--- config.mk ---
export PLATFORM = sky130hd
export DESIGN_NAME = pcp_command_panel
export DESIGN_NICKNAME = d
export VERILOG_FILES = /design/src/rtl/pcp_pkg.sv /design/src/rtl/pcp_command_panel.sv
export VERILOG_INCLUDE_DIRS = /design/src /design/src/rtl
export SDC_FILE = /design/constraint.sdc
export NUM_CORES = 1
export LEC_CHECK = 0
export ABC_AREA = 1
export BUFFER_PORTS_ARGS = -buffer_cell sky130_fd_sc_hd__buf_2
export CORE_AREA = 2 2 249 202
export CTS_CLUSTER_DIAMETER = 50
export CTS_CLUSTER_SIZE = 30
export DETAILED_ROUTE_END_ITERATION = 16
export DIE_AREA = 0 0 251 204
export REMOVE_ABC_BUFFERS = 1
export SLEW_MARGIN = 15
export SYNTH_ARGS = -nofsm -noshare
export SYNTH_HDL_FRONTEND = slang
export SYNTH_SLANG_ARGS = --single-unit
--- constraint.sdc ---
create_clock -name core_clk -period 3.3 [get_ports core_clk]
set_clock_uncertainty 0.05 [all_clocks]
set_input_delay 0.165 -clock core_clk [delete_from_list [all_inputs] [get_ports core_clk]]
set_output_delay 0.165 -clock core_clk [all_outputs]
set_load 0.01 [all_outputs]
--- src/rtl/pcp_defines.svh ---
// constants for the pump command panel
`ifndef PCP_DEFINES_SVH
`define PCP_DEFINES_SVH
`define PCP_CLK_HZ     20000000
`define PCP_BAUD       9600
`define PCP_BIT_CYC    (`PCP_CLK_HZ / `PCP_BAUD)
`define PCP_HALF_CYC   (`PCP_BIT_CYC / 2)
`define PCP_DATA_BITS  3'h7
`define PCP_CH_CR      8'h0d
`define PCP_CH_LF      8'h0a
`define PCP_CH_SP      8'h20
`define PCP_CH_0       8'h30
`define PCP_CH_9       8'h39
`define PCP_CH_LA      8'h61
`define PCP_CH_A       8'h41
`define PCP_CH_B       8'h42
`define PCP_CH_F       8'h46
`define PCP_CH_M       8'h4d
`define PCP_CH_C       8'h43
`define PCP_CH_R       8'h52
`define PCP_CH_S       8'h53
`define PCP_CH_LB      8'h62
`define PCP_CH_LO      8'h6f
`define PCP_CH_LN      8'h6e
`define PCP_CH_LF_     8'h66
`define PCP_FREQ_MIN   9'h001
`define PCP_FREQ_MAX   9'h12c
`define PCP_AMP_MIN    8'h01
`define PCP_AMP_MAX    8'hfa
`define PCP_FREQ_RST   9'h064
`define PCP_AMP_RST    8'h64
`define PCP_ACC_SAT    12'h3e8
`define PCP_REP_LAST   4'hf
`define PCP_OFS_CTRL   5'h00
`define PCP_OFS_FREQ   5'h04
`define PCP_OFS_AMP    5'h08
`define PCP_OFS_FORM   5'h0c
`define PCP_OFS_STAT   5'h10
`define PCP_CTRL_RUN   0
`define PCP_CTRL_SAVE  1
`define PCP_RESP_OK    2'h0
`define PCP_RESP_ERR   2'h2
`endif

--- src/rtl/pcp_pkg.sv ---
// types for the pump command panel
package pcp_pkg;
    // signal form encoding, also the panel cycling order
    typedef enum logic [1:0] {
        PCP_FORM_SHAPED = 2'h0,
        PCP_FORM_RECT   = 2'h1,
        PCP_FORM_SINE   = 2'h2
    } pcp_form_t;
    // serial frame states, gray along idle-start-data-stop
    typedef enum logic [1:0] {
        PCP_SER_IDLE  = 2'h0,
        PCP_SER_START = 2'h1,
        PCP_SER_DATA  = 2'h3,
        PCP_SER_STOP  = 2'h2
    } pcp_ser_t;
endpackage : pcp_pkg

--- src/rtl/pcp_command_panel.sv ---
// pump controller: serial command interpreter, front panel and axi4-lite registers
`timescale 1ns/1ps
`default_nettype none
`include "pcp_defines.svh"
// Summary of operation
// - The serial link runs at 9600 baud with 8 data bits, no parity, one stop bit, no flow control.
// - The pump-on command starts the drive with the current settings.
// - The pump-off command stops the drive.
// - The sine form command selects the sinusoidal form.
// - The rectangular form command selects the rectangular form.
// - The shaped form command selects the specially shaped form.
// - An enter key on its own sends back a report of all present settings.
// - Each run switch press toggles drive and run indicator together; a pump-on or pump-off command in the same cycle takes precedence.
// - The save switch stores the present frequency, amplitude and form.
// - The signal switch cycles shaped, rectangular, sine.
// - Frequency switch up raises and down lowers the frequency.
// - Amplitude switch up raises and down lowers the amplitude.
// - Settings may change while the pump runs.
module pcp_command_panel
    import pcp_pkg::*;
(
    input  wire logic        core_clk,
    input  wire logic        arst_n,
    input  wire logic        serRxd,
    output logic             serTxd,
    input  wire logic        swRun,
    input  wire logic        swSave,
    input  wire logic        swSignal,
    input  wire logic        swFreqUp,
    input  wire logic        swFreqDn,
    input  wire logic        swAmpUp,
    input  wire logic        swAmpDn,
    output logic             pumpDrive,
    output logic             runLed,
    output logic [8:0]       freqHz,
    output logic [7:0]       ampVolts,
    output logic [1:0]       signalForm,
    output logic [8:0]       savedFreq,
    output logic [7:0]       savedAmp,
    output logic [1:0]       savedForm,
    output logic             saveStrobe,
    input  wire logic [4:0]  s_axi_awaddr,
    input  wire logic        s_axi_awvalid,
    output logic             s_axi_awready,
    input  wire logic [31:0] s_axi_wdata,
    input  wire logic [3:0]  s_axi_wstrb,
    input  wire logic        s_axi_wvalid,
    output logic             s_axi_wready,
    output logic [1:0]       s_axi_bresp,
    output logic             s_axi_bvalid,
    input  wire logic        s_axi_bready,
    input  wire logic [4:0]  s_axi_araddr,
    input  wire logic        s_axi_arvalid,
    output logic             s_axi_arready,
    output logic [31:0]      s_axi_rdata,
    output logic [1:0]       s_axi_rresp,
    output logic             s_axi_rvalid,
    input  wire logic        s_axi_rready
);
    function automatic logic isDigit(input logic [7:0] c);
        return (c >= `PCP_CH_0) && (c <= `PCP_CH_9);
    endfunction : isDigit

    function automatic logic [7:0] hexChar(input logic [3:0] n);
        return (n < 4'ha) ? (`PCP_CH_0 + {4'h0, n}) : (`PCP_CH_LA + {4'h0, n} - 8'h0a);
    endfunction : hexChar

    // pin synchronisers: 3 stages, a change counts once stages 2 and 3 agree
    logic [7:0] syn0_q, syn1_q, syn2_q, pinLvl_q, pinPrev_q;
    logic [7:0] pinRaw;
    assign pinRaw = {serRxd, swRun, swSave, swSignal, swFreqUp, swFreqDn, swAmpUp, swAmpDn};
    always_ff @(posedge core_clk or negedge arst_n) begin
        if (!arst_n) begin
            syn0_q    <= 8'h80; // idle levels
            syn1_q    <= 8'h80;
            syn2_q    <= 8'h80;
            pinLvl_q  <= 8'h80;
            pinPrev_q <= 8'h80;
        end else begin
            syn0_q    <= pinRaw;
            syn1_q    <= syn0_q;
            syn2_q    <= syn1_q;
            pinLvl_q  <= (syn1_q & syn2_q) | (pinLvl_q & (syn1_q ^ syn2_q));
            pinPrev_q <= pinLvl_q;
        end
    end
    logic [6:0] press;
    assign press = pinLvl_q[6:0] & ~pinPrev_q[6:0];
    logic rxLvl;
    assign rxLvl = pinLvl_q[7];

    // serial receiver
    pcp_ser_t   rxSt_q;
    logic [11:0] rxCnt_q;
    logic [2:0] rxBit_q;
    logic [7:0] rxSh_q;
    logic       rxStb_q;
    always_ff @(posedge core_clk or negedge arst_n) begin
        if (!arst_n) begin
            rxSt_q  <= PCP_SER_IDLE;
            rxCnt_q <= 12'h000;
            rxBit_q <= 3'h0;
            rxSh_q  <= 8'h00;
            rxStb_q <= 1'b0;
        end else begin
            rxStb_q <= 1'b0;
            if (rxCnt_q != 12'h000) begin
                rxCnt_q <= rxCnt_q - 12'h001;
            end else begin
                unique case (rxSt_q)
                    PCP_SER_IDLE: begin
                        if (!rxLvl) begin
                            rxSt_q  <= PCP_SER_START;
                            rxCnt_q <= 12'(`PCP_HALF_CYC);
                        end
                    end
                    PCP_SER_START: begin // recheck mid start bit to reject glitches
                        rxSt_q  <= rxLvl ? PCP_SER_IDLE : PCP_SER_DATA;
                        rxCnt_q <= 12'(`PCP_BIT_CYC);
                        rxBit_q <= 3'h0;
                    end
                    PCP_SER_DATA: begin // lsb first, 8 bits
                        rxSh_q  <= {rxLvl, rxSh_q[7:1]};
                        rxCnt_q <= 12'(`PCP_BIT_CYC);
                        rxBit_q <= rxBit_q + 3'h1;
                        if (rxBit_q == `PCP_DATA_BITS) rxSt_q <= PCP_SER_STOP;
                    end
                    PCP_SER_STOP: begin // bad stop bit drops the byte
                        rxStb_q <= rxLvl;
                        rxSt_q  <= PCP_SER_IDLE;
                    end
                endcase
            end
        end
    end

    // command line collector
    logic [2:0]  len_q;
    logic [7:0]  c0_q, c1_q, c2_q, c3_q;
    logic [11:0] acc_q;
    logic        numOk_q;
    logic        isEnter;
    logic [14:0] accMul;
    assign isEnter = rxStb_q && (rxSh_q == `PCP_CH_CR);
    assign accMul  = {acc_q, 3'h0} + {2'h0, acc_q, 1'h0} + {7'h00, rxSh_q - `PCP_CH_0};
    always_ff @(posedge core_clk or negedge arst_n) begin
        if (!arst_n) begin
            len_q   <= 3'h0;
            c0_q    <= 8'h00;
            c1_q    <= 8'h00;
            c2_q    <= 8'h00;
            c3_q    <= 8'h00;
            acc_q   <= 12'h000;
            numOk_q <= 1'b1;
        end else if (isEnter) begin
            len_q   <= 3'h0; // a line ends only at the enter key
            acc_q   <= 12'h000;
            numOk_q <= 1'b1;
        end else if (rxStb_q && rxSh_q != `PCP_CH_LF) begin
            if (len_q != 3'h7) len_q <= len_q + 3'h1;
            if (len_q == 3'h0) c0_q <= rxSh_q;
            if (len_q == 3'h1) c1_q <= rxSh_q;
            if (len_q == 3'h2) c2_q <= rxSh_q;
            if (len_q == 3'h3) c3_q <= rxSh_q;
            if (len_q != 3'h0) begin
                numOk_q <= numOk_q & isDigit(rxSh_q);
                acc_q   <= (acc_q >= `PCP_ACC_SAT) ? acc_q : accMul[11:0];
            end
        end
    end

    // decode at the enter key
    logic cmdOn, cmdOff, cmdFreq, cmdAmp, cmdSine, cmdRect, cmdShaped, cmdReport, twoCh;
    assign twoCh     = isEnter && (len_q == 3'h2) && (c0_q == `PCP_CH_M);
    assign cmdOn     = isEnter && (len_q == 3'h3) && c0_q == `PCP_CH_LB && c1_q == `PCP_CH_LO
                       && c2_q == `PCP_CH_LN;
    assign cmdOff    = isEnter && (len_q == 3'h4) && c0_q == `PCP_CH_LB && c1_q == `PCP_CH_LO
                       && c2_q == `PCP_CH_LF_ && c3_q == `PCP_CH_LF_;
    assign cmdSine   = twoCh && (c1_q == `PCP_CH_S);
    assign cmdRect   = twoCh && (c1_q == `PCP_CH_R);
    assign cmdShaped = twoCh && (c1_q == `PCP_CH_C);
    // non-numeric values and out-of-range values below 4096 are dropped silently; larger ones wrap at 4096 or freeze once past 1000, and may land in range
    assign cmdFreq   = isEnter && len_q >= 3'h2 && c0_q == `PCP_CH_F && numOk_q
                       && acc_q >= 12'(`PCP_FREQ_MIN) && acc_q <= 12'(`PCP_FREQ_MAX);
    assign cmdAmp    = isEnter && len_q >= 3'h2 && c0_q == `PCP_CH_A && numOk_q
                       && acc_q >= 12'(`PCP_AMP_MIN) && acc_q <= 12'(`PCP_AMP_MAX);
    assign cmdReport = isEnter && (len_q == 3'h0);

    // axi4-lite write side: address and data latched in either order
    logic        awHave_q, wHave_q;
    logic [4:0]  awAddr_q;
    logic [31:0] wData_q;
    logic [3:0]  wStrb_q;
    logic        wrEn;
    assign s_axi_awready = !awHave_q;
    assign s_axi_wready  = !wHave_q;
    assign wrEn = awHave_q && wHave_q && !s_axi_bvalid;
    always_ff @(posedge core_clk or negedge arst_n) begin
        if (!arst_n) begin
            awHave_q     <= 1'b0;
            wHave_q      <= 1'b0;
            awAddr_q     <= 5'h00;
            wData_q      <= 32'h00000000;
            wStrb_q      <= 4'h0;
            s_axi_bvalid <= 1'b0;
            s_axi_bresp  <= `PCP_RESP_OK;
        end else begin
            if (s_axi_awvalid && !awHave_q) begin
                awHave_q <= 1'b1;
                awAddr_q <= s_axi_awaddr;
            end
            if (s_axi_wvalid && !wHave_q) begin
                wHave_q <= 1'b1;
                wData_q <= s_axi_wdata;
                wStrb_q <= s_axi_wstrb;
            end
            if (wrEn) begin
                awHave_q     <= 1'b0;
                wHave_q      <= 1'b0;
                s_axi_bvalid <= 1'b1;
                s_axi_bresp  <= (awAddr_q > `PCP_OFS_FORM) ? `PCP_RESP_ERR : `PCP_RESP_OK;
            end else if (s_axi_bready) begin
                s_axi_bvalid <= 1'b0;
            end
        end
    end
    logic wrCtrl, wrFreq, wrAmp, wrForm;
    assign wrCtrl = wrEn && awAddr_q == `PCP_OFS_CTRL && wStrb_q[0];
    assign wrFreq = wrEn && awAddr_q == `PCP_OFS_FREQ && wStrb_q[1:0] == 2'h3
                    && wData_q[8:0] >= `PCP_FREQ_MIN && wData_q[8:0] <= `PCP_FREQ_MAX
                    && wData_q[31:9] == 23'h000000;
    assign wrAmp  = wrEn && awAddr_q == `PCP_OFS_AMP && wStrb_q[0]
                    && wData_q[7:0] >= `PCP_AMP_MIN && wData_q[7:0] <= `PCP_AMP_MAX;
    assign wrForm = wrEn && awAddr_q == `PCP_OFS_FORM && wStrb_q[0]
                    && wData_q[1:0] != 2'h3;

    // run state: panel toggles, serial sets and clears, drive and led tied together
    logic run_q;
    always_ff @(posedge core_clk or negedge arst_n) begin
        if (!arst_n) run_q <= 1'b0;
        else if (cmdOn) run_q <= 1'b1;
        else if (cmdOff) run_q <= 1'b0;
        else if (press[6]) run_q <= !run_q;
        else if (wrCtrl) run_q <= wData_q[`PCP_CTRL_RUN];
    end
    assign pumpDrive = run_q;
    assign runLed    = run_q;

    // frequency, changes allowed while running
    logic [8:0] freq_q;
    always_ff @(posedge core_clk or negedge arst_n) begin
        if (!arst_n) freq_q <= `PCP_FREQ_RST;
        else if (cmdFreq) freq_q <= acc_q[8:0];
        else if (press[3] && freq_q != `PCP_FREQ_MAX) freq_q <= freq_q + 9'h001;
        else if (press[2] && freq_q != `PCP_FREQ_MIN) freq_q <= freq_q - 9'h001;
        else if (wrFreq) freq_q <= wData_q[8:0];
    end

    // amplitude, clamped at the ends of its range
    logic [7:0] amp_q;
    always_ff @(posedge core_clk or negedge arst_n) begin
        if (!arst_n) amp_q <= `PCP_AMP_RST;
        else if (cmdAmp) amp_q <= acc_q[7:0];
        else if (press[1] && amp_q != `PCP_AMP_MAX) amp_q <= amp_q + 8'h01;
        else if (press[0] && amp_q != `PCP_AMP_MIN) amp_q <= amp_q - 8'h01;
        else if (wrAmp) amp_q <= wData_q[7:0];
    end

    // signal form
    pcp_form_t form_q;
    always_ff @(posedge core_clk or negedge arst_n) begin
        if (!arst_n) form_q <= PCP_FORM_SINE;
        else if (cmdSine) form_q <= PCP_FORM_SINE;
        else if (cmdRect) form_q <= PCP_FORM_RECT;
        else if (cmdShaped) form_q <= PCP_FORM_SHAPED;
        else if (press[4]) begin // shaped -> rect -> sine -> shaped
            unique case (form_q)
                PCP_FORM_SHAPED: form_q <= PCP_FORM_RECT;
                PCP_FORM_RECT:   form_q <= PCP_FORM_SINE;
                default:         form_q <= PCP_FORM_SHAPED;
            endcase
        end else if (wrForm) form_q <= pcp_form_t'(wData_q[1:0]);
    end
    assign freqHz     = freq_q;
    assign ampVolts   = amp_q;
    assign signalForm = form_q;

    // save copy; saveStrobe lets an outside nonvolatile store take it
    logic doSave;
    assign doSave = press[5] || (wrCtrl && wData_q[`PCP_CTRL_SAVE]);
    always_ff @(posedge core_clk or negedge arst_n) begin
        if (!arst_n) begin
            savedFreq  <= `PCP_FREQ_RST;
            savedAmp   <= `PCP_AMP_RST;
            savedForm  <= PCP_FORM_SINE;
            saveStrobe <= 1'b0;
        end else begin
            saveStrobe <= doSave;
            if (doSave) begin
                savedFreq <= freq_q;
                savedAmp  <= amp_q;
                savedForm <= form_q;
            end
        end
    end

    // report text and serial transmitter; a report asked for mid-report is dropped
    logic        repBusy_q;
    logic [3:0]  repIdx_q;
    pcp_ser_t    txSt_q;
    logic [11:0] txCnt_q;
    logic [2:0]  txBit_q;
    logic [7:0]  txSh_q;
    logic [7:0]  repChar;
    always_comb begin
        repChar = `PCP_CH_SP;
        unique case (repIdx_q)
            4'h0: repChar = `PCP_CH_F;
            4'h1: repChar = hexChar({3'h0, freq_q[8]});
            4'h2: repChar = hexChar(freq_q[7:4]);
            4'h3: repChar = hexChar(freq_q[3:0]);
            4'h5: repChar = `PCP_CH_A;
            4'h6: repChar = hexChar(amp_q[7:4]);
            4'h7: repChar = hexChar(amp_q[3:0]);
            4'h9: repChar = `PCP_CH_M;
            4'ha: repChar = (form_q == PCP_FORM_SINE) ? `PCP_CH_S :
                            (form_q == PCP_FORM_RECT) ? `PCP_CH_R : `PCP_CH_C;
            4'hc: repChar = `PCP_CH_B;
            4'hd: repChar = hexChar({3'h0, run_q});
            4'he: repChar = `PCP_CH_CR;
            4'hf: repChar = `PCP_CH_LF;
            default: repChar = `PCP_CH_SP;
        endcase
    end
    always_ff @(posedge core_clk or negedge arst_n) begin
        if (!arst_n) begin
            repBusy_q <= 1'b0;
            repIdx_q  <= 4'h0;
            txSt_q    <= PCP_SER_IDLE;
            txCnt_q   <= 12'h000;
            txBit_q   <= 3'h0;
            txSh_q    <= 8'h00;
            serTxd    <= 1'b1;
        end else begin
            if (cmdReport && !repBusy_q) begin
                repBusy_q <= 1'b1;
                repIdx_q  <= 4'h0;
            end
            if (txCnt_q != 12'h000) begin
                txCnt_q <= txCnt_q - 12'h001;
            end else begin
                unique case (txSt_q)
                    PCP_SER_IDLE: begin
                        if (repBusy_q) begin
                            txSh_q  <= repChar;
                            serTxd  <= 1'b0;
                            txSt_q  <= PCP_SER_START;
                            txCnt_q <= 12'(`PCP_BIT_CYC - 1);
                        end
                    end
                    PCP_SER_START: begin
                        serTxd  <= txSh_q[0];
                        txSh_q  <= {1'b1, txSh_q[7:1]};
                        txBit_q <= 3'h0;
                        txSt_q  <= PCP_SER_DATA;
                        txCnt_q <= 12'(`PCP_BIT_CYC - 1);
                    end
                    PCP_SER_DATA: begin // data bits 1 to 7 then one stop bit
                        serTxd  <= (txBit_q == `PCP_DATA_BITS) ? 1'b1 : txSh_q[0];
                        txSh_q  <= {1'b1, txSh_q[7:1]};
                        txBit_q <= txBit_q + 3'h1;
                        if (txBit_q == `PCP_DATA_BITS) txSt_q <= PCP_SER_STOP;
                        txCnt_q <= 12'(`PCP_BIT_CYC - 1);
                    end
                    PCP_SER_STOP: begin
                        txSt_q   <= PCP_SER_IDLE;
                        repIdx_q <= repIdx_q + 4'h1;
                        if (repIdx_q == `PCP_REP_LAST) repBusy_q <= 1'b0;
                    end
                endcase
            end
        end
    end

    // axi4-lite read side
    assign s_axi_arready = !s_axi_rvalid;
    always_ff @(posedge core_clk or negedge arst_n) begin
        if (!arst_n) begin
            s_axi_rvalid <= 1'b0;
            s_axi_rdata  <= 32'h00000000;
            s_axi_rresp  <= `PCP_RESP_OK;
        end else if (s_axi_arvalid && !s_axi_rvalid) begin
            s_axi_rvalid <= 1'b1;
            s_axi_rresp  <= `PCP_RESP_OK;
            unique case (s_axi_araddr)
                `PCP_OFS_CTRL: s_axi_rdata <= {31'h00000000, run_q};
                `PCP_OFS_FREQ: s_axi_rdata <= {23'h000000, freq_q};
                `PCP_OFS_AMP:  s_axi_rdata <= {24'h000000, amp_q};
                `PCP_OFS_FORM: s_axi_rdata <= {30'h00000000, form_q};
                `PCP_OFS_STAT: s_axi_rdata <= {29'h00000000, repBusy_q, rxSt_q != PCP_SER_IDLE,
                                               run_q};
                default: begin
                    s_axi_rdata <= 32'h00000000;
                    s_axi_rresp <= `PCP_RESP_ERR;
                end
            endcase
        end else if (s_axi_rready) begin
            s_axi_rvalid <= 1'b0;
        end
    end
endmodule : pcp_command_panel
`default_nettype wire

==> results.yml <==
finish:
  antenna_cells: 0
  instances_no_fill: 2479
  final_cell_mix: "nand2_1, dfrtp_1, nor2_1, inv_1, buf_2"
  final_util: 0.3315
  areaGrowthSynthToFinish_pct: 20.27
  layout_commonest_cell: "nand2_1"
  layout.nets: 1944
  drive_gt1_frac: 0.1596
route:
  wl_mm: 37.99
  avgRoutedWirePerCell_um: 15.32
  final_antenna_net_count: 0
  first_pass_iters: 5
  vias: 11530
  vias_per_cell: 4.651
  drt_iter0_markers: 872
  drc: 0
logic_synthesis:
  ys_async_sr_fraction: 1.000
  synthXorXnorAreaFrac: 0.02012
  synth_compound_area_frac: 0.09895
  synth_top_area_frac: 0.4043
  synth_top_family_by_area: "simple AND/OR/NAND/NOR gates"
  synth-simple-area-share: 0.2686
  ys_top_cells_by_area: "dfrtp_1, nand2_1, ha_1, nor2_1, inv_1"
  synth_edf_count: 0
  syn-cell-area_um2: 13490
  yosys.area.top_type: "dfrtp_1"
  ys_types: 60
  avgSynthCellArea_um2: 8.237
  ys_warn_count: 0
  synth_seq_area_share: 0.4433
  synth_mux_area_frac: 0.02318
  ys.flop_type: "dfrtp_1"
  synthCells: 1638
  synthAdderAreaFrac: 0.06176
  yosys_register_bits: 238
die:
  fp.dieW_um: 251
  num_io_pins: 144
  rows: 73
  start_util: 0.2756
  die_area_um2: 51200
  die_h_um: 204
  core_area_um2: 48960
cts:
  clk_path_buf_depth: 3
  cts_buffers: 28
  hold_buffers: 54
  clk_latency_ns: 0.58
  h-tree-depth: 1
  cts_tree: "yes"
  cts_setup_buffers: 0
  cts_resized: 0
  clkTransAtPathRegs_ns: 0.07
  clock_sinks: 238
  root_buffer: "clkbuf_16"
pwr:
  clockPowerShare: 0.310
  combPwrFrac: 0.297
  leakage_nw: 7.951
  peakVddDrop_mv: 0.4970
  p_per_area_nw_per_um2: 651.2
  seqPwrFrac: 0.393
  swShare: 0.3851
  power.switching_mw: 4.069
  intPower_mw: 6.497
sta:
  fin_crit_sh: 0.8519
  slew_viol_final: 0
  fin_tns_setup_ns: 0
  fmax_ghz: 0.3557
  slew_headroom: 0.4751
  rsz0062_at_grt: "no"
  finalCriticalPeriod_ns: 2.811
  final-setup-viol-count: 0
  worst_slew_pin_slew_ns: 0.7854
  finalWorstSetupSlack_ns: 0.4886
  finalHoldViolCount: 0
placement:
  dp_cells: 2373
  dp_hpwl_mm: 28.19
  numPortBuffers: 116
  globalplace.congestion: 0.9140
  pre_cts_ws_ns: 0.5099
worst_setup_path:
  worstSetupStartpointType: "flip-flop"
  cp.required_ns: 3.71
  worst_ep_arrival_time_ns: 3.22
  crit_type: "reg -> reg"
  crit_fanout: 7
  r2r_slack_ns: 0.49
  setup.worst_path.end_class: "flip-flop"
grt:
  grt_pass1_vias: 11290
  grt.total_usage: 0.1465
  grt_overflow_total: 0
  grt_max_degree: 76
  grt_pass1_wl_mm: 60.69
  antenna_found_initial: 0
run_status:
  status: "complete, no violations"
run:
  cap_violations: 0
hold_path:
  hold_class: "in -> reg"
==> cell families (layout without fill, tap and decap cells) <==
group / after synthesis / in the layout
AND/OR/NAND/NOR: 801 / 801
buffers and inverters: 249 / 429
flip-flops: 238 / 238
AO/OA/AOI/OAI: 227 / 227
adder cells (fa/ha/maj): 63 / 63
XOR/XNOR: 31 / 31
multiplexers: 28 / 28
other: 1 / 25
==> power groups by stage <==
stage	Clock [mW]	Sequential, mW	Combinational [mW]
6_report	3.27	4.15	3.14
5_1_grt	3.48	4.21	3.51
4_1_cts	3.35	4.13	3.12
3_5_place_dp	0	4.18	3.03
3_3_place_gp	0	4.15	3.00
2_1_floorplan	0	4.12	1.71
==> worst max-delay path: stages (launching register included) <==
cell and delay, ns:
dfrtp_1 0.41, inv_1 0.27, ha_1 0.30, fa_1 0.45, ha_1 0.36, nand2_1 0.09, nor2_1 0.09, nand2_1 0.06
nand3_1 0.17, nand4_1 0.16, nand2_1 0.09, nand2_1 0.05, nand3_1 0.06, o21ai_0 0.09
==> metal layers <==
layer,up-vias,wire length (µm),GRT usage
met5,-,0,0
met2,339,16680,0.2257
li1,5683,-,-
met4,0,679,0.03125
met1,5457,17600,0.2047
met3,50,3027,0.04114
==> synth_stat cells, types with 4 or more instances <==
cell type  number
a21oi_1        67
nor4_1          6
o21ai_1        24
nand3_1       113
dfstp_2        20
nor2_2          6
nand3b_1       10
a21o_1          9
nand4_1        42
fa_1            6
nand3_2         6
xnor2_1        11
mux2_2         26
o31ai_1         5
inv_1         180
inv_2          10
nor3_1         24
nand2_2         7
nor2_4          4
o22ai_1        17
dfrtp_1       218
buf_2           6
o21ai_0        75
nor3_2          4
clkbuf_1        6
o21ai_2        12
nand3_4         5
buf_4          30
xor2_1         20
buf_6           9
ha_1           57
nor2_1        183
nand2_1       381
==> registers in the layout (all words and copies together) (netlist names), 9 cells and up <==
register and flops:
wData_q 32, s_axi_rdata 9, savedFreq 9, acc_q 12
rxCnt_q 12, txCnt_q 12, freqHz 9
==> through the flow <==
step	power, mW	area [µm²]	hold WS (ns)
finish	10.57	16230	0.05320
CTS	10.60	16230	0.01718
global placement	7.145	14690	0.1367
global route	11.21	16230	0.1004
floorplan	5.829	13200	-0.1806
detailed placement	7.204	14690	0.1363
==> area by class of cell <==
| type | instances | area [µm²] |
|---|---|---|
| flip-flops and latches | 238 | 5981 |
| clock buffers | 32 | 735.7 |
| multi-input cells | 1175 | 6470 |
| repair buffers | 180 | 1231 |
| inverters | 197 | 748.2 |
| clock inverters | 20 | 264.0 |
| fillers | 5095 | 32730 |
| well taps | 637 | 797.0 |
==> path summary, 6_finish.rpt <==
path	endpoint	from	cells after the start
worst max-delay path	acc_q[11]	rxSh_q[4]	13
worst min-delay path	s_axi_rresp[1]	s_axi_araddr[4]	5
worst max register to register	acc_q[11]	rxSh_q[4]	13
worst min register to register	syn1_q[2]	syn0_q[2]	0
max in group asynchronous	savedForm[1]	arst_n	3
min in group asynchronous	txBit_q[0]	arst_n	2
Note: power is estimated with default switching activity, not from simulation.
